===== src/inc/coeff_regs_pkg.sv =====
// shared constants and carrier types for the filter coefficient bank
package coeff_regs_pkg;

  // register indices; byte address is four times the index
  localparam logic [6:0] idx_rch_num_zero_high = 7'h2F;
  localparam logic [6:0] idx_rch_num_zero_low  = 7'h30;
  localparam logic [6:0] idx_rch_num_one_high  = 7'h31;
  localparam logic [6:0] idx_rch_num_one_low   = 7'h32;
  localparam logic [6:0] idx_rch_den_one_high  = 7'h33;
  localparam logic [6:0] idx_rch_den_one_low   = 7'h34;
  localparam logic [6:0] idx_spat_high         = 7'h35;
  localparam logic [6:0] idx_spat_low          = 7'h36;
  localparam logic [6:0] idx_rsvd_first        = 7'h37;
  localparam logic [6:0] idx_rsvd_last         = 7'h40;
  localparam logic [6:0] idx_lhp_num_zero_high = 7'h41;
  localparam logic [6:0] idx_lhp_num_zero_low  = 7'h42;

  // word index lives in address bits 8:2
  localparam int addr_lsb   = 2;
  localparam int addr_width = 9;

  // reset values
  localparam logic [7:0] rst_rch_num_zero_high = 8'h39;
  localparam logic [7:0] rst_rch_num_zero_low  = 8'h55;
  localparam logic [7:0] rst_rch_num_one_high  = 8'hF3;
  localparam logic [7:0] rst_rch_num_one_low   = 8'h2D;
  localparam logic [7:0] rst_rch_den_one_high  = 8'h53;
  localparam logic [7:0] rst_rch_den_one_low   = 8'h7E;
  localparam logic [7:0] rst_spat_high         = 8'h7F;
  localparam logic [7:0] rst_spat_low          = 8'hFF;
  localparam logic [7:0] rst_lhp_num_zero_high = 8'h39;
  localparam logic [7:0] rst_lhp_num_zero_low  = 8'h55;
  localparam logic [7:0] rsvd_value            = 8'h00;

  localparam logic [1:0] resp_okay   = 2'h0;
  localparam logic [1:0] resp_slverr = 2'h2;

  // one coefficient as two byte registers
  typedef struct packed {
    logic [7:0] high;
    logic [7:0] low;
  } coeff_pair_t;

  // coefficients presented to the filter datapath
  typedef struct packed {
    logic signed [15:0] rch_numerator_zero_coeff;
    logic signed [15:0] rch_numerator_one_coeff;
    logic signed [15:0] rch_denominator_one_coeff;
    logic signed [15:0] spatial_atten_coeff;
    logic signed [15:0] lch_hp_numerator_zero_coeff;
  } coeff_bus_t;

endpackage


===== src/core/coeff_byte_reg.sv =====
// one byte-wide coefficient register with its own reset value
`timescale 1ns/1ps
module coeff_byte_reg
  import coeff_regs_pkg::*;
#(
  parameter logic [7:0] reset_value = 8'h00
) (
  // clock and reset
  input  wire logic       aclk,
  input  wire logic       aresetn,
  // write strobe and data
  input  wire logic       wr_en,
  input  wire logic [7:0] wr_data,
  // stored byte
  output logic [7:0]      value
);

  typedef struct packed {
    logic [7:0] value;
  } byte_state_t;

  byte_state_t state;
  byte_state_t next_state;

  always_comb begin
    next_state = state;
    if (wr_en) begin
      next_state.value = wr_data;
    end
  end

  always_ff @(posedge aclk) begin
    if (!aresetn) begin
      state <= '{value: reset_value};
    end else begin
      state <= next_state;
    end
  end

  assign value = state.value;

endmodule


===== src/core/filter_coefficient_regs.sv =====
// filter coefficient register bank behind an axi4-lite slave
//
// Functional notes
// [RULE1] coefficients are 16-bit signed, both bytes read/write
// [RULE2] high byte is bits 15:8, low byte 7:0
// [RULE3] rch numerator-zero low byte resets to 0x55
// [RULE4] rch numerator-zero high byte resets to 0x39
// [RULE5] rch numerator-one resets to 0xF3 / 0x2D
// [RULE6] rch denominator-one resets to 0x53 / 0x7E
// [RULE7] spatial attenuation resets to 0x7F / 0xFF
// [RULE8] reserved indices 55-64 read zero, ignore writes
// [RULE9] lch highpass numerator-zero resets to 0x39 / 0x55
//
// Register access over AXI4-Lite is this design's own decision.
`timescale 1ns/1ps
module filter_coefficient_regs
  import coeff_regs_pkg::*;
(
  // clock and reset
  input  wire logic                  aclk,
  input  wire logic                  aresetn,
  // write address channel
  input  wire logic [addr_width-1:0] s_axi_awaddr,
  input  wire logic [2:0]            s_axi_awprot,
  input  wire logic                  s_axi_awvalid,
  output logic                       s_axi_awready,
  // write data channel
  input  wire logic [31:0]           s_axi_wdata,
  input  wire logic [3:0]            s_axi_wstrb,
  input  wire logic                  s_axi_wvalid,
  output logic                       s_axi_wready,
  // write response channel
  output logic [1:0]                 s_axi_bresp,
  output logic                       s_axi_bvalid,
  input  wire logic                  s_axi_bready,
  // read address channel
  input  wire logic [addr_width-1:0] s_axi_araddr,
  input  wire logic [2:0]            s_axi_arprot,
  input  wire logic                  s_axi_arvalid,
  output logic                       s_axi_arready,
  // read data channel
  output logic [31:0]                s_axi_rdata,
  output logic [1:0]                 s_axi_rresp,
  output logic                       s_axi_rvalid,
  input  wire logic                  s_axi_rready,
  // coefficients to the filter datapath
  output coeff_bus_t                 coeffs
);

  // ----------------------------------------------------------------
  // register slots
  // ----------------------------------------------------------------
  localparam int n_regs = 10;

  localparam logic [6:0] slot_idx [n_regs] = '{
    idx_rch_num_zero_high, idx_rch_num_zero_low, idx_rch_num_one_high, idx_rch_num_one_low,
    idx_rch_den_one_high,  idx_rch_den_one_low,  idx_spat_high,        idx_spat_low,
    idx_lhp_num_zero_high, idx_lhp_num_zero_low
  };

  localparam logic [7:0] slot_rst [n_regs] = '{
    rst_rch_num_zero_high, rst_rch_num_zero_low, rst_rch_num_one_high, rst_rch_num_one_low,
    rst_rch_den_one_high,  rst_rch_den_one_low,  rst_spat_high,        rst_spat_low,
    rst_lhp_num_zero_high, rst_lhp_num_zero_low
  };

  // ----------------------------------------------------------------
  // bus state
  // ----------------------------------------------------------------
  typedef struct packed {
    logic                  aw_held;
    logic [addr_width-1:0] aw_addr;
    logic                  w_held;
    logic [7:0]            w_byte;
    logic                  w_lane0;
    logic                  bvalid;
    logic [1:0]            bresp;
    logic                  rvalid;
    logic [31:0]           rdata;
    logic [1:0]            rresp;
    logic                  awready;
    logic                  wready;
    logic                  arready;
    coeff_bus_t            coeffs;
  } bus_state_t;

  bus_state_t state;
  bus_state_t next_state;

  logic [7:0]  reg_value [n_regs];
  logic [n_regs-1:0] reg_hit_w;
  logic [n_regs-1:0] reg_wr;
  logic [6:0]  w_index;
  logic [6:0]  r_index;
  logic        w_fire;
  logic        w_rsvd;
  logic        r_rsvd;
  logic        r_hit;
  logic [7:0]  r_byte;

  assign w_index = state.aw_addr[addr_lsb +: 7];
  assign r_index = s_axi_araddr[addr_lsb +: 7];
  // write commits once both halves are held and no response is pending
  assign w_fire  = state.aw_held && state.w_held && !state.bvalid;
  assign w_rsvd  = (w_index >= idx_rsvd_first) && (w_index <= idx_rsvd_last);
  assign r_rsvd  = (r_index >= idx_rsvd_first) && (r_index <= idx_rsvd_last);

  // ----------------------------------------------------------------
  // byte registers
  // ----------------------------------------------------------------
  genvar gi;
  generate
    for (gi = 0; gi < n_regs; gi++) begin : g_reg
      assign reg_hit_w[gi] = (w_index == slot_idx[gi]);
      // only lane 0 carries the byte; other lanes leave it alone
      assign reg_wr[gi]    = w_fire && reg_hit_w[gi] && state.w_lane0; // RULE1
      coeff_byte_reg #(
        .reset_value (slot_rst[gi]) // RULE3 RULE4 RULE5 RULE6 RULE7 RULE9
      ) coeff_byte_reg_i (
        .aclk    (aclk),
        .aresetn (aresetn),
        .wr_en   (reg_wr[gi]),
        .wr_data (state.w_byte),
        .value   (reg_value[gi])
      );
    end
  endgenerate

  // ----------------------------------------------------------------
  // read mux
  // ----------------------------------------------------------------
  always_comb begin
    r_byte = rsvd_value;
    r_hit  = r_rsvd; // RULE8
    for (int i = 0; i < n_regs; i++) begin
      if (r_index == slot_idx[i]) begin
        r_byte = reg_value[i];
        r_hit  = 1'b1;
      end
    end
  end

  // ----------------------------------------------------------------
  // next state
  // ----------------------------------------------------------------
  always_comb begin
    next_state = state;
    if (s_axi_awvalid && !state.aw_held) begin
      next_state.aw_held = 1'b1;
      next_state.aw_addr = s_axi_awaddr;
    end
    if (s_axi_wvalid && !state.w_held) begin
      next_state.w_held  = 1'b1;
      next_state.w_byte  = s_axi_wdata[7:0];
      next_state.w_lane0 = s_axi_wstrb[0];
    end
    if (w_fire) begin
      next_state.aw_held = 1'b0;
      next_state.w_held  = 1'b0;
      next_state.bvalid  = 1'b1;
      // reserved slots accept the beat but keep zero
      if (w_rsvd || (|reg_hit_w)) begin // RULE8
        next_state.bresp = resp_okay;
      end else begin
        next_state.bresp = resp_slverr;
      end
    end
    if (state.bvalid && s_axi_bready) begin
      next_state.bvalid = 1'b0;
    end
    if (state.rvalid && s_axi_rready) begin
      next_state.rvalid = 1'b0;
    end
    if (s_axi_arvalid && !state.rvalid) begin
      next_state.rvalid = 1'b1;
      next_state.rdata  = {24'h000000, r_byte};
      next_state.rresp  = r_hit ? resp_okay : resp_slverr;
    end
    // ready flags kept in flops so no gate sits between state and pin
    next_state.awready = !next_state.aw_held;
    next_state.wready  = !next_state.w_held;
    next_state.arready = !next_state.rvalid;
    // high byte above low byte, read as signed
    next_state.coeffs.rch_numerator_zero_coeff    = {reg_value[0], reg_value[1]}; // RULE2
    next_state.coeffs.rch_numerator_one_coeff     = {reg_value[2], reg_value[3]}; // RULE2
    next_state.coeffs.rch_denominator_one_coeff   = {reg_value[4], reg_value[5]}; // RULE2
    next_state.coeffs.spatial_atten_coeff         = {reg_value[6], reg_value[7]}; // RULE2
    next_state.coeffs.lch_hp_numerator_zero_coeff = {reg_value[8], reg_value[9]}; // RULE2
  end

  always_ff @(posedge aclk) begin
    if (!aresetn) begin
      state <= '{
        aw_held: 1'b0, aw_addr: '0, w_held: 1'b0, w_byte: 8'h00, w_lane0: 1'b0,
        bvalid: 1'b0, bresp: resp_okay, rvalid: 1'b0, rdata: 32'h00000000,
        rresp: resp_okay,
        awready: 1'b1, wready: 1'b1, arready: 1'b1,
        coeffs: '{rch_numerator_zero_coeff:    {rst_rch_num_zero_high, rst_rch_num_zero_low},
                  rch_numerator_one_coeff:     {rst_rch_num_one_high, rst_rch_num_one_low},
                  rch_denominator_one_coeff:   {rst_rch_den_one_high, rst_rch_den_one_low},
                  spatial_atten_coeff:         {rst_spat_high, rst_spat_low},
                  lch_hp_numerator_zero_coeff: {rst_lhp_num_zero_high, rst_lhp_num_zero_low}}
      };
    end else begin
      state <= next_state;
    end
  end

  // every port leaves a flop directly
  assign s_axi_awready = state.awready;
  assign s_axi_wready  = state.wready;
  assign s_axi_arready = state.arready;
  assign s_axi_bvalid  = state.bvalid;
  assign s_axi_bresp   = state.bresp;
  assign s_axi_rvalid  = state.rvalid;
  assign s_axi_rdata   = state.rdata;
  assign s_axi_rresp   = state.rresp;
  assign coeffs        = state.coeffs;

  // ----------------------------------------------------------------
  // checks
  // ----------------------------------------------------------------
  property p_coeff_follows_bytes;
    @(posedge aclk) disable iff (!aresetn)
      coeffs.rch_numerator_one_coeff == {$past(reg_value[2]), $past(reg_value[3])};
  endproperty
  a_coeff_follows_bytes: assert property (p_coeff_follows_bytes) // RULE2
    else $error("numerator-one coefficient not assembled high over low");

  property p_num_zero_low_reset;
    @(posedge aclk) $rose(aresetn) |-> reg_value[1] == rst_rch_num_zero_low;
  endproperty
  a_num_zero_low_reset: assert property (p_num_zero_low_reset) // RULE3
    else $error("numerator-zero low byte wrong after reset");

  property p_num_zero_high_reset;
    @(posedge aclk) $rose(aresetn) |-> reg_value[0] == rst_rch_num_zero_high;
  endproperty
  a_num_zero_high_reset: assert property (p_num_zero_high_reset) // RULE4
    else $error("numerator-zero high byte wrong after reset");

  property p_num_one_reset;
    @(posedge aclk) $rose(aresetn) |->
      {reg_value[2], reg_value[3]} == {rst_rch_num_one_high, rst_rch_num_one_low};
  endproperty
  a_num_one_reset: assert property (p_num_one_reset) // RULE5
    else $error("numerator-one wrong after reset");

  property p_den_one_reset;
    @(posedge aclk) $rose(aresetn) |->
      {reg_value[4], reg_value[5]} == {rst_rch_den_one_high, rst_rch_den_one_low};
  endproperty
  a_den_one_reset: assert property (p_den_one_reset) // RULE6
    else $error("denominator-one wrong after reset");

  property p_spat_reset;
    @(posedge aclk) $rose(aresetn) |=>
      coeffs.spatial_atten_coeff == {rst_spat_high, rst_spat_low};
  endproperty
  a_spat_reset: assert property (p_spat_reset) // RULE7
    else $error("spatial attenuation wrong after reset");

  property p_rsvd_reads_zero;
    @(posedge aclk) disable iff (!aresetn)
      (s_axi_arvalid && s_axi_arready && r_rsvd) |=> (s_axi_rvalid && s_axi_rdata == 32'h0);
  endproperty
  a_rsvd_reads_zero: assert property (p_rsvd_reads_zero) // RULE8
    else $error("reserved register read not zero");

  property p_lhp_reset;
    @(posedge aclk) $rose(aresetn) |->
      {reg_value[8], reg_value[9]} == {rst_lhp_num_zero_high, rst_lhp_num_zero_low};
  endproperty
  a_lhp_reset: assert property (p_lhp_reset) // RULE9
    else $error("left highpass numerator-zero wrong after reset");

  property p_write_lands;
    @(posedge aclk) disable iff (!aresetn)
      (w_fire && state.w_lane0 && w_index == idx_spat_low) |=>
        reg_value[7] == $past(state.w_byte);
  endproperty
  a_write_lands: assert property (p_write_lands) // RULE1
    else $error("write to spatial low byte not stored");

  property p_num_zero_follows_bytes;
    @(posedge aclk) disable iff (!aresetn)
      coeffs.rch_numerator_zero_coeff == {$past(reg_value[0]), $past(reg_value[1])};
  endproperty
  a_num_zero_follows_bytes: assert property (p_num_zero_follows_bytes) // RULE2
    else $error("numerator-zero coefficient not assembled high over low");

  property p_lhp_follows_bytes;
    @(posedge aclk) disable iff (!aresetn)
      coeffs.lch_hp_numerator_zero_coeff == {$past(reg_value[8]), $past(reg_value[9])};
  endproperty
  a_lhp_follows_bytes: assert property (p_lhp_follows_bytes) // RULE2
    else $error("left highpass coefficient not assembled high over low");

  // a write with lane 0 off must not touch the byte
  property p_lane_off_keeps_byte;
    @(posedge aclk) disable iff (!aresetn)
      (w_fire && !state.w_lane0 && w_index == idx_rch_num_zero_high) |=>
        reg_value[0] == $past(reg_value[0]);
  endproperty
  a_lane_off_keeps_byte: assert property (p_lane_off_keeps_byte) // RULE1
    else $error("write with lane 0 off changed a byte");

  property p_unmapped_write_refused;
    @(posedge aclk) disable iff (!aresetn)
      (w_fire && !w_rsvd && !(|reg_hit_w)) |=>
        (s_axi_bvalid && s_axi_bresp == resp_slverr) ##1 $stable(coeffs);
  endproperty
  a_unmapped_write_refused: assert property (p_unmapped_write_refused)
    else $error("unmapped write not refused or changed a coefficient");

  property p_ready_after_reset;
    @(posedge aclk) $rose(aresetn) |->
      (s_axi_awready && s_axi_wready && s_axi_arready && !s_axi_bvalid && !s_axi_rvalid);
  endproperty
  a_ready_after_reset: assert property (p_ready_after_reset)
    else $error("bus channels not idle after reset");

  property p_aw_taken_blocks;
    @(posedge aclk) disable iff (!aresetn)
      (s_axi_awvalid && s_axi_awready) |=> !s_axi_awready;
  endproperty
  a_aw_taken_blocks: assert property (p_aw_taken_blocks)
    else $error("write address channel still ready while holding an address");

  property p_w_taken_blocks;
    @(posedge aclk) disable iff (!aresetn)
      (s_axi_wvalid && s_axi_wready) |=> !s_axi_wready;
  endproperty
  a_w_taken_blocks: assert property (p_w_taken_blocks)
    else $error("write data channel still ready while holding data");

  property p_read_returns_byte;
    @(posedge aclk) disable iff (!aresetn)
      (s_axi_arvalid && s_axi_arready && r_index == idx_rch_num_one_high) |=>
        (s_axi_rvalid && s_axi_rdata == {24'h000000, $past(reg_value[2])});
  endproperty
  a_read_returns_byte: assert property (p_read_returns_byte) // RULE1
    else $error("numerator-one high byte read back wrong");

  property p_rvalid_needs_request;
    @(posedge aclk) disable iff (!aresetn)
      $rose(s_axi_rvalid) |-> $past(s_axi_arvalid);
  endproperty
  a_rvalid_needs_request: assert property (p_rvalid_needs_request)
    else $error("read data raised without a read request");

endmodule


===== config.mk =====
export PLATFORM = sky130hd
export DESIGN_NAME = filter_coefficient_regs
export DESIGN_NICKNAME = d
export VERILOG_FILES = /design/src/inc/coeff_regs_pkg.sv /design/src/core/coeff_byte_reg.sv /design/src/core/filter_coefficient_regs.sv
export SDC_FILE = /design/constraint.sdc
export NUM_CORES = 1
export LEC_CHECK = 0
export ABC_AREA = 1
export CORE_MARGIN = 3
export CORE_UTILIZATION = 41
export DETAILED_ROUTE_END_ITERATION = 10
export DONT_BUFFER_PORTS = 1
export HOLD_SLACK_MARGIN = 0.06
export PLACE_DENSITY = 0.54
export SLEW_MARGIN = 20
export SYNTH_ARGS = -nofsm -noshare
export SYNTH_HDL_FRONTEND = slang
export SYNTH_HIERARCHICAL = 1
export SYNTH_SLANG_ARGS = --single-unit

===== constraint.sdc =====
create_clock -name aclk -period 3.1 [get_ports aclk]
set_input_delay 0.465 -clock aclk [delete_from_list [all_inputs] [get_ports aclk]]
set_output_delay 0.465 -clock aclk [all_outputs]
set_load 0.02 [all_outputs]

* After elaboration in Yosys (flattened, before gate mapping)
Index checks and enable logic that the tools add are counted.
** Word-level totals
- Register bits after elaboration :: 197
- Output and inout bits :: 121
- Word-level logic and storage cells :: 120
** Cells by class
- Equal/unequal tests :: 20
- Mux-type cells :: 28
- Bitwise gates (word level) :: 1
- Reductions and logical operators :: 39
- $lt $le $gt $ge :: 4
** Operators with widths (count)
- $eq A7 B6 Y1 const B :: 16
- $mux W8 :: 10
- $mux W35 :: 1
- $logic_and A1 B1 Y1 :: 29
- $eq A7 B7 Y1 const B :: 4
- $mux W10 :: 2
- $ge A7 B6 Y1 const B :: 2
- $le A7 B7 Y1 const B :: 2
- $mux W1 :: 13
- $reduce_or A10 Y1 :: 1
- $logic_not A1 Y1 :: 7
- $mux W2 :: 2
- $reduce_or A2 Y1 :: 1
- $logic_or A1 B1 Y1 :: 1
- $not A1 Y1 :: 1

* Depth between registers and ports, before layout
Gate-level depths: netlist of the first run.
- Depth after elaboration :: 15
- Mapped depth :: 13

* Cells and area by module
Netlist of the first run, hierarchy kept.
** Modules (own cells, without submodules)
- filter_coefficient_regs :: instances 1, seq. area each 2262.2 um^2, area an instance 5273.8 um^2, cells each 717
- coeff_byte_reg (g_reg[0].coeff_byte_reg_i ...) :: instances 6, seq. area each 160.2 um^2, area an instance 305.3 um^2, cells each 43
- coeff_byte_reg (g_reg[2].coeff_byte_reg_i ...) :: instances 2, seq. area each 160.2 um^2, area an instance 307.8 um^2, cells each 39
- coeff_byte_reg (g_reg[6].coeff_byte_reg_i) :: instances 1, seq. area each 160.2 um^2, area an instance 286.5 um^2, cells each 37
- coeff_byte_reg (g_reg[7].coeff_byte_reg_i) :: instances 1, seq. area each 160.2 um^2, area an instance 280.3 um^2, cells each 35

* Worst setup path before layout of the first run
Ideal clock, no wire load.
- Path kind :: flip-flop to flip-flop
- Start point :: reg state, in the netlist s_axi_bvalid
- End point :: reg g_reg[1].coeff_byte_reg_i.state, in the netlist g_reg[1].coeff_byte_reg_i/value[1]
- Library setup time :: 0.113 ns
- Buffers on the path :: 1
- Setup slack :: 1.339 ns
- Arrival time :: 1.648 ns
- Cell stages (with the launch flop) :: 8
- Clock period less this slack :: 1.761 ns
- Cell sequence :: dfxtp_1 nor3_1 nand2_1 nor4_1 buf_6 nand2_1 nand2_1 nor2_1
** Between the ends
- Word-level cells in the longest chain between the ends :: 4
** RTL lines
- from (decl) :: RTL line filter_coefficient_regs.sv:87 : bus_state_t state;
- from (signal assigned) :: RTL line filter_coefficient_regs.sv:193 : state <= '{
- from (signal assigned) :: RTL line filter_coefficient_regs.sv:205 : state <= next_state;
- $logic_not A1 Y1 :: RTL line filter_coefficient_regs.sv:104 : assign w_fire = state.aw_held && state.w_held && !state.bvalid;
- $logic_and A1 B1 Y1 :: RTL line filter_coefficient_regs.sv:104
- $logic_and A1 B1 Y1 (2 in a row) :: RTL line filter_coefficient_regs.sv:116 : assign reg_wr[gi] = w_fire && reg_hit_w[gi] && state.w_lane0;
- named net reg_wr[1] :: RTL line filter_coefficient_regs.sv:92 : logic [n_regs-1:0] reg_wr;
- to (signal assigned) :: RTL line coeff_byte_reg.sv:34 : state <= '{value: reset_value};
- to (signal assigned) :: RTL line coeff_byte_reg.sv:36 : state <= next_state;
- to (decl) :: RTL line coeff_byte_reg.sv:22 : byte_state_t state;
The timed path passes the listed nets, and every way through them passes these cells.
A chain may end at the register's enable or synchronous reset.

* Worst setup path after layout of the first run
- Start point :: reg state, in the netlist s_axi_bvalid
- End point :: reg g_reg[8].coeff_byte_reg_i.state, in the netlist g_reg[8].coeff_byte_reg_i/value[5]
** Between the ends
- Word-level cells in the longest chain between the ends :: 4
** RTL lines (RTL line)
- $logic_not A1 Y1 :: filter_coefficient_regs.sv:104
- $logic_and A1 B1 Y1 :: filter_coefficient_regs.sv:104
- $logic_and A1 B1 Y1 (2 in a row) :: filter_coefficient_regs.sv:116
- named net reg_wr[8] :: filter_coefficient_regs.sv:92
- to (signal assigned) :: coeff_byte_reg.sv:34
- to (signal assigned) :: coeff_byte_reg.sv:36
- to (decl) :: coeff_byte_reg.sv:22
The timed path passes the listed nets, and every way through them passes these cells.

==> flow_summary.ini, run 1 <==
[yosys]
yosys-top-cells-count = 307 x nand2_1, 193 x dfxtp_1, 130 x inv_1, 126 x nor2_1, 118 x buf_4
ys_dominant_reg_cell = dfxtp_1
synth.avg_cell_area_um2 = 7.367
synth_enable_flop_cells = 0
synth_area_mm2 = 0.008288
post_synth_main_area_contributors = dfxtp_1 47%, nand2_1 14%, buf_4 11%
ys_seq_elements = 193
yosysTopAreaCell = dfxtp_1
ys_warn_count = 6
postSynthCellCount = 1125
yosysTopAreaCellShare_pct = 46.62
synth_cell_types = 32
async_reset_ff_share_pct = 0
ys_seq_area_share_pct = 46.62
synth_most_common_cell = nand2_1

[place]
io_buffers = 0
place_hpwl_um = 13900
place_congestion = 0.8632

[setup_path]
critical_path_class = reg -> reg
max_stage_delay_ns = 0.61
timing.critical_path.arrival_ns = 2.70
startpoint = s_axi_bvalid$_SDFFE_PP0P_
end_kind = register
critPathSlowestCell = nor2_1
reg2reg_from = s_axi_bvalid$_SDFFE_PP0P_
timing.reg2reg.setup_slack_ns = 0.71
rr_worst_depth = 8
crit_buf_inv = 1
cp-start-kind = register
cp_max_fo = 13
crit_top_cell = nand2_1
crit_chain = nor3_1, nand2_1, nor2_1, nand2_1, nor2_1, inv_1, nand2_1, nand3_1
r2r_end = g_reg[8].coeff_byte_reg_i/value[5]$_SDFFE_PN1P_
critPathTopFamily = simple AND/OR/NAND/NOR gates
worstPathRequired_ns = 3.41

[routing]
drt_iter0_drc = 407
num_vias = 5912
routed_wirelength_um = 20050
wl_per_cell_um = 15.39
route.detailed.drc = 0
ant_nets = 0
vias_per_cell = 4.537
dr.pass1.iters = 5

[run]
cap_violations = 0

[power_and_ir_drop]
p_clk_share_pct = 44.5
total_power_mw = 4.960
vdd_drop_max_uv = 395.6
power.switching_mw = 1.176
p_per_area_mw_per_mm2 = 601.9
leakagePower_nw = 3.945
p_seq_share_pct = 52.1
power.internal_mw = 3.784
sw_frac_of_total_pct = 23.71
combPwrFrac_pct = 3.4

[grt]
grt_antenna_before_repair = 0
use_met2_pct = 28.55
met3_usage_pct = 5.332
grt_overflow = 0
met1_usage_pct = 24.87
grt-busiest-layer = met2
grt_pass1_vias = 5565
grt_max_degree = 149
grt_pass1_wl_um = 31000
grt.total_usage_pct = 18.26

[timing]
tns_ns = 0
worst_pin_slew_ns = 1.008
finalHoldViolations = 0
finalCriticalPeriod_ns = 2.395
fmax_ghz = 0.4176
finalSetupViolCount = 0
min_period_over_period_pct = 77.24
skew_ns = 0.008856
rsz0062_at_grt = no
relSlewSlack_pct = 32.75
maxSlewViolCount = 0

[floorplan]
ios = 188
fp.dieW_um = 148.2
dieArea_mm2 = 0.02196
core_region_area_mm2 = 0.01965
rows = 51
fp.dieH_um = 148.2
start_util_pct = 42.17

[run_status]
status = complete, no violations

[worst_hold_path]
hp-class = in -> reg
hp-start = s_axi_bready
holdPathStages = 1
whs_endpoint = s_axi_bvalid$_SDFFE_PP0P_

[layout]
seq_area_mm2 = 0.003864
multi_input_area_mm2 = 0.002856
fin_nets = 1093
insertedDiodeCount = 0
fill_cells = 2109
synthToLayoutAreaGrowth_pct = -0.5737
drive_gt1_share_pct = 9.634

[clock_network]
cts-root-buf = clkbuf_16
clock_latency_ns = 0.43
postCtsHoldBufs = 0
cts_tree = yes
clock-sinks = 193
post_cts_resized = 0
cts.clk_slew.worst_paths_ns = 0.07
cts_max_level = 4
cts_buffer_depth = 2
post_cts_buffers = 0
cts_made_buffers = 17
flip-flops by register name, summed over array words and instances (netlist names):
name,flops
coeffs,80
g.coeff_byte_reg_i/value,80
s_axi_arready,1
s_axi_awready,1
s_axi_bresp,1
s_axi_bvalid,1
s_axi_rdata,8
s_axi_rresp,1
s_axi_rvalid,1
s_axi_wready,1
state,18
how the worst max path moves through the flow:
stage,to,cells after the start
after global routing,g_reg[8].coeff_byte_reg_i/value[5]$_SDFFE_PN1P_,8
after CTS,g_reg[8].coeff_byte_reg_i/value[4]$_SDFFE_PN1P_,8
final,g_reg[8].coeff_byte_reg_i/value[5]$_SDFFE_PN1P_,8
after global placement,g_reg[8].coeff_byte_reg_i/value[0]$_SDFFE_PN1P_,8
after detailed placement,g_reg[8].coeff_byte_reg_i/value[4]$_SDFFE_PN1P_,8
after floorplan,g_reg[1].coeff_byte_reg_i/value[1]$_SDFFE_PN0P_,7
layout by cell type (no fill, tap or decap), drive strengths merged, types with 5 or more instances in the layout:
cell type and n:
nand2 312, a21oi 16, nor3 8, clkinv 7
nand4 5, nor2 135, nand3 84, or2 32
buf 10, inv 143, o21ai 37, conb 26
clkbuf 19, dfxtp 193
power groups by stage:
| stage | combinational (mW) | sequential, mW | clock (mW) |
|---|---|---|---|
| final | 0.169 | 2.58 | 2.21 |
| after global routing | 0.195 | 2.59 | 2.35 |
| after global placement | 0.167 | 2.64 | 0 |
| after CTS | 0.169 | 2.58 | 2.26 |
| after detailed placement | 0.169 | 2.64 | 0 |
| after floorplan | 0.210 | 2.60 | 0 |
final cells by class:
cell class / instances / area share, %
Clock buffer: 19 / 5.497
Timing Repair Buffer: 10 / 0.9110
Multi-Input combinational cell: 663 / 34.66
Tap cell: 265 / 4.024
Inverter: 141 / 6.423
Sequential cell: 193 / 46.89
Clock inverter: 12 / 1.594
kinds of logic after synthesis:
group / after synthesis / share of synthesized area, %
DFF: 193 / 46.62
buffers and inverters: 294 / 20.05
AOI/OAI and AO/OA: 58 / 3.683
other: 1 / 0.04525
and+or+nand+nor: 579 / 29.60
metrics by stage:
| stage | area, µm² | util (%) | std cells | hold WS, ns | setup WS [ns] |
|---|---|---|---|---|---|
| 3_5_place_dp | 7656 | 38.95 | 1272 | 0.4345 | 0.7220 |
| 6_report | 8240 | 41.93 | 1303 | 0.1214 | 0.7055 |
| 4_1_cts | 8240 | 41.93 | 1303 | 0.1044 | 0.6775 |
| 5_1_grt | 8240 | 41.93 | 1303 | 0.1169 | 0.3213 |
| 2_1_floorplan | 8382 | - | 1150 | 0.4137 | 1.339 |
| 3_3_place_gp | 7656 | 38.95 | 1272 | 0.4373 | 0.7622 |
per-layer routing:
layer	vias up	share of wire, %
li1	3069	-
met1	2628	46
met2	194	45
met3	21	7.6
met4	0	1.2
met5	-	0
No activity file was read; power rests on OpenSTA's default activity.
==> inputs of run 2 (changes only) <==
--- a/config.mk
+++ b/config.mk
@@ -11,7 +11,7 @@
 export DETAILED_ROUTE_END_ITERATION = 10
 export DONT_BUFFER_PORTS = 1
 export HOLD_SLACK_MARGIN = 0.06
-export PLACE_DENSITY = 0.54
+export PLACE_DENSITY = 0.56
 export SLEW_MARGIN = 20
 export SYNTH_ARGS = -nofsm -noshare
 export SYNTH_HDL_FRONTEND = slang
==> constraint.sdc (replaced) <==
create_clock -name aclk -period 2.2 [get_ports aclk]
set_input_delay 0.33 -clock aclk [delete_from_list [all_inputs] [get_ports aclk]]
set_output_delay 0.33 -clock aclk [all_outputs]
set_load 0.02 [all_outputs]
==> run 2 against run 1 <==
Critical path depth up 1. Via count up 5.1%. Count of clock-buffer cells in the layout up 4. Total power up 43%. Critical endpoint is now g_reg[4].coeff_byte_reg_i/value[4]$_SDFFE_PN1P_. Die area unchanged. Combinational power up 79%. Sequential power up 41%. Fmax up 16%. Worst setup slack worse by 0.56 ns. Highest routed layer unchanged.
==> flow_summary.ini, run 2 (synthesized netlist as in run 1, its figures left out) <==
[place]
place_hpwl_um = 13790
io_buffers = 0
place_area_mm2 = 0.007686
place_congestion = 0.8488

[routing]
routed_wirelength_um = 20800
wl_per_cell_um = 15.26
num_vias = 6212
route.detailed.drc = 0
drt_iter0_drc = 363
dr.pass1.iters = 5
ant_nets = 0
vias_per_cell = 4.558

[clock_network]
cts_max_level = 4
clock-sinks = 193
cts-root-buf = clkbuf_16
clock_latency_ns = 0.43
cts_tree = yes
cts_buffer_depth = 2
cts_made_buffers = 17
cts.clk_slew.worst_paths_ns = 0.07

[floorplan]
dieArea_mm2 = 0.02196
ios = 188
rows = 51
fp.dieH_um = 148.2
core_region_area_mm2 = 0.01965
start_util_pct = 42.17
fp.dieW_um = 148.2

[layout]
fill_cells = 2044
fin_nets = 1153
mostFrequentLayoutCells = 306 x nand2_1, 192 x dfxtp_1, 129 x inv_1
fin_util_pct = 45.19
synthToLayoutAreaGrowth_pct = 7.156
layout_commonest_cell = nand2_1
seq_area_mm2 = 0.003865
multi_input_area_mm2 = 0.002884
finalInstanceArea_mm2 = 0.008881
drive_gt1_share_pct = 10.39

[timing]
relSlewSlack_pct = 48.04
worst_pin_slew_ns = 0.7784
maxSlewViolCount = 0
fin_hold_ws_ns = 0.07935
skew_ns = 0.009711
fmax_ghz = 0.4858
tns_ns = 0
finalHoldViolations = 0
finalSetupViolCount = 0
min_period_over_period_pct = 93.57
finalCriticalPeriod_ns = 2.059

[grt]
grt.total_usage_pct = 19.28
grt_antenna_before_repair = 0
grt_overflow = 0
grt_pass1_wl_um = 32520
grt_pass1_vias = 5788
grt_max_degree = 103

[setup_path]
worstPathRequired_ns = 2.52
max_stage_delay_ns = 0.55
crit_top_cell = inv_1
cp_max_fo = 5
critical_path_class = reg -> reg
crit_chain = inv_1, nor3_2, nand2_2, nor4_4, buf_4, inv_1, nand2_1, nand3_1, dlygate4sd3_1
crit_buf_inv = 4
critPathTopFamily = buffers and inverters
cp-start-kind = register
timing.critical_path.arrival_ns = 2.38
critPathSlowestCell = dlygate4sd3_1
end_kind = register

[power_and_ir_drop]
leakagePower_nw = 4.105
total_power_mw = 7.094
p_per_area_mw_per_mm2 = 798.7
vdd_drop_max_uv = 545.9

[run]
cap_violations = 0

[worst_hold_path]
hp-class = in -> reg

[run_status]
status = complete, no violations
run 2: area by class of cell:
cell class,instances,area share (%)
flip-flops and latches,193,43.52
multi-input cells,663,32.47
repair buffers,70,7.551
inverters,141,5.959
clock buffers,23,5.607
well taps,265,3.733
clock inverters,7,1.127
diodes,1,0.02818
run 2: worst reg2reg max path: cells and delay by family (launching register included):
| kind | cells | cell delay [ns] |
|---|---|---|
| buffers and inverters | 4 | 0.88 |
| flip-flops | 1 | 0.32 |
| AND/OR/NAND/NOR | 5 | 0.74 |
run 2: final timing paths:
path	start	endpoint	slack, ns	depth (start not counted)
hold / removal	s_axi_wdata[3]	state[125]$_SDFFE_PN0P_	0.08	2
setup / recovery	state[130]$_SDFF_PN0_	g_reg[4].coeff_byte_reg_i/value[4]$_SDFFE_PN1P_	0.14	9
hold reg to reg	g_reg[7].coeff_byte_reg_i/value[4]$_SDFFE_PN1P_	g_reg[7].coeff_byte_reg_i/value[4]$_SDFFE_PN1P_	0.46	2
setup reg to reg	state[130]$_SDFF_PN0_	g_reg[4].coeff_byte_reg_i/value[4]$_SDFFE_PN1P_	0.14	9
run 2: metal layers:
metal / vias to the layer above / track usage, % / share of wire, %
met1: 2817 / 25.49 / 46
li1: 3191 / - / -
met2: 170 / 30.10 / 45
met4: 0 / 6.928 / 2.1
met5: - / 0 / 0
met3: 34 / 5.698 / 6.8
run 2: power by group:
group | switching, mW | internal (mW) | leakage, nW
clock | 1.33 | 1.82 | 0.284
combinational | 0.213 | 0.0883 | 2.26
sequential | 0.107 | 3.53 | 1.57
run 2: through the flow:
step / worst slack [ns] / instances
2_1_floorplan: 0.4389 / 1150
3_3_place_gp: 0.4237 / 1276
3_5_place_dp: 0.3705 / 1276
4_1_cts: 0.01749 / 1358
5_1_grt: -0.02608 / 1362
6_report: 0.1414 / 1363
run 2: timing repair:
| item | in CTS | in global routing |
|---|---|---|
| gates resized for setup | 0 | 9 |
| hold buffers | 52 | 0 |
| buffers inserted | 0 | 3 |
| endpoints found under the hold margin | 150 | 0 |
| setup endpoints to repair | 0 | 8 |
==> inputs of run 3 (changes only) <==
==> constraint.sdc (replaced) <==
create_clock -name aclk -period 1.85 [get_ports aclk]
set_input_delay 0.2775 -clock aclk [delete_from_list [all_inputs] [get_ports aclk]]
set_output_delay 0.2775 -clock aclk [all_outputs]
set_load 0.02 [all_outputs]
==> run 3 against run 2 <==
Sequential share of layout area decreased by 1.1 points. The run now ends with hold timing left. Critical path depth rose by 3. Cell area grew 2.5%. First-iteration DRC count rose by 21%. Global-route usage decreased by 0.69 points. Die area stayed put.
==> flow_summary.ini, run 3 (synthesized netlist as in run 1, its figures left out) <==
[clock_network]
clock-sinks = 193
postCtsHoldBufs = 70
cts_buffer_depth = 2
cts-root-buf = clkbuf_16
cts.clk_slew.worst_paths_ns = 0.07
cts_made_buffers = 17
cts_tree = yes
clock_latency_ns = 0.44
cts_max_level = 4

[setup_path]
worstPathRequired_ns = 2.22
timing.critical_path.depth = 12
timing.reg2reg.setup_slack_ns = 0.05
startpoint = state[138]$_SDFFE_PN0P_
critPathTopFamily = simple AND/OR/NAND/NOR gates
timing.critical_path.arrival_ns = 2.17
crit_buf_inv = 5
crit_chain = inv_1, nor2_2, inv_1, nor2_1, inv_2, nor2_1, nand3_2, nor3_4, buf_4, buf_4, nand2_1, nand3_1
r2r_end = g_reg[6].coeff_byte_reg_i/value[3]$_SDFFE_PN1P_
end_kind = register
critical_path_class = reg -> reg
rr_worst_depth = 12
cp-start-kind = register
cp_max_fo = 6
max_stage_delay_ns = 0.36
critPathSlowestCell = dfxtp_1
cp-endpoint = g_reg[6].coeff_byte_reg_i/value[3]$_SDFFE_PN1P_
reg2reg_from = state[138]$_SDFFE_PN0P_

[place]
place_hpwl_um = 13920
place_area_mm2 = 0.007774
io_buffers = 0
place_congestion = 0.8794

[routing]
num_vias = 6317
route.detailed.drc = 0
routed_wirelength_um = 20570
wl_per_cell_um = 14.79
dr.pass1.iters = 5
ant_nets = 0
drt_iter0_drc = 438
vias_per_cell = 4.541

[timing]
maxSlewViolCount = 0
finalCriticalPeriod_ns = 1.799
relSlewSlack_pct = 53.23
skew_ns = 0.008984
min_period_over_period_pct = 97.26
fmax_ghz = 0.5558
worst_pin_slew_ns = 0.7006
fin_hold_ws_ns = -0.05657
tns_ns = 0
finalSetupViolCount = 0
finalHoldViolations = 15

[run_status]
violations = hold timing
status = finished, violations left

[power_and_ir_drop]
leakagePower_nw = 4.170
total_power_mw = 8.276
p_per_area_mw_per_mm2 = 908.8
vdd_drop_max_uv = 628.6

[floorplan]
dieArea_mm2 = 0.02196
start_util_pct = 42.17
ios = 188
fp.dieW_um = 148.2
rows = 51
core_region_area_mm2 = 0.01965
fp.dieH_um = 148.2

[layout]
multi_input_area_mm2 = 0.002894
fill_cells = 2054
seq_area_mm2 = 0.003864
drive_gt1_share_pct = 11.11
fin_util_pct = 46.33
fin_nets = 1179
finalInstanceArea_mm2 = 0.009106
synthToLayoutAreaGrowth_pct = 9.873
layout_commonest_cell = nand2_1
mostFrequentLayoutCells = 306 x nand2_1, 193 x dfxtp_1, 129 x inv_1

[grt]
grt_overflow = 0
grt_pass1_wl_um = 31750
grt_max_degree = 149
grt.total_usage_pct = 18.59
grt_antenna_before_repair = 0
grt_pass1_vias = 5821

[worst_hold_path]
hp-class = in -> reg
holdPathStages = 1

[run]
cap_violations = 0
-- run 3: area by class of cell --
| cell class | count | area share (%) |
|---|---|---|
| tap | 265 | 3.641 |
| inverter | 141 | 5.812 |
| clock inverter | 11 | 1.127 |
| clock buffer | 21 | 5.166 |
| timing repair buffer | 96 | 10.02 |
| sequential | 193 | 42.43 |
| multi-input combinational | 663 | 31.78 |
| antenna | 1 | 0.02748 |
-- run 3: through the flow --
step	hold slack, ns	std cells	worst slack [ns]
after detailed placement	0.3820	1286	0.1073
after global routing	-0.04972	1390	-0.03123
final	-0.05657	1391	0.05075
after CTS	-0.06715	1388	0.05797
after global placement	0.3736	1286	0.1351
after floorplan	0.3765	1150	0.08890
-- run 3: repair_timing --
action | CTS | global route
setup endpoints to repair | 0 | 47
setup buffers | 0 | 1
resized for setup | 0 | 15
hold endpoints to repair | 153 | 74
-- run 3: worst min path at each step --
| stage | from | end | slack [ns] |
|---|---|---|---|
| 2_1_floorplan | s_axi_bready | s_axi_bvalid$_SDFFE_PP0P_ | 0.38 |
| 3_3_place_gp | aresetn | coeffs[21]$_SDFF_PN1_ | 0.37 |
| 3_5_place_dp | aresetn | coeffs[8]$_SDFF_PN1_ | 0.38 |
| 4_1_cts | aresetn | g_reg[8].coeff_byte_reg_i/value[4]$_SDFFE_PN1P_ | -0.07 |
| 5_1_grt | aresetn | g_reg[8].coeff_byte_reg_i/value[4]$_SDFFE_PN1P_ | -0.05 |
| 6_report | aresetn | g_reg[8].coeff_byte_reg_i/value[4]$_SDFFE_PN1P_ | -0.06 |
-- run 3: power breakdown --
part	switching (mW)	internal, mW	total (mW)
Sequential	0.0730	4.20	4.27
Combinational	0.285	0.137	0.422
Clock	1.61	1.97	3.58
Total	1.97	6.31	8.28
-- run 3: routing by layer --
layer / wire length [µm] / track usage, %
met1: 9410 / 24.79
met2: 9199 / 28.71
met3: 1569 / 6.033
met4: 387 / 6.005
met5: 0 / 0
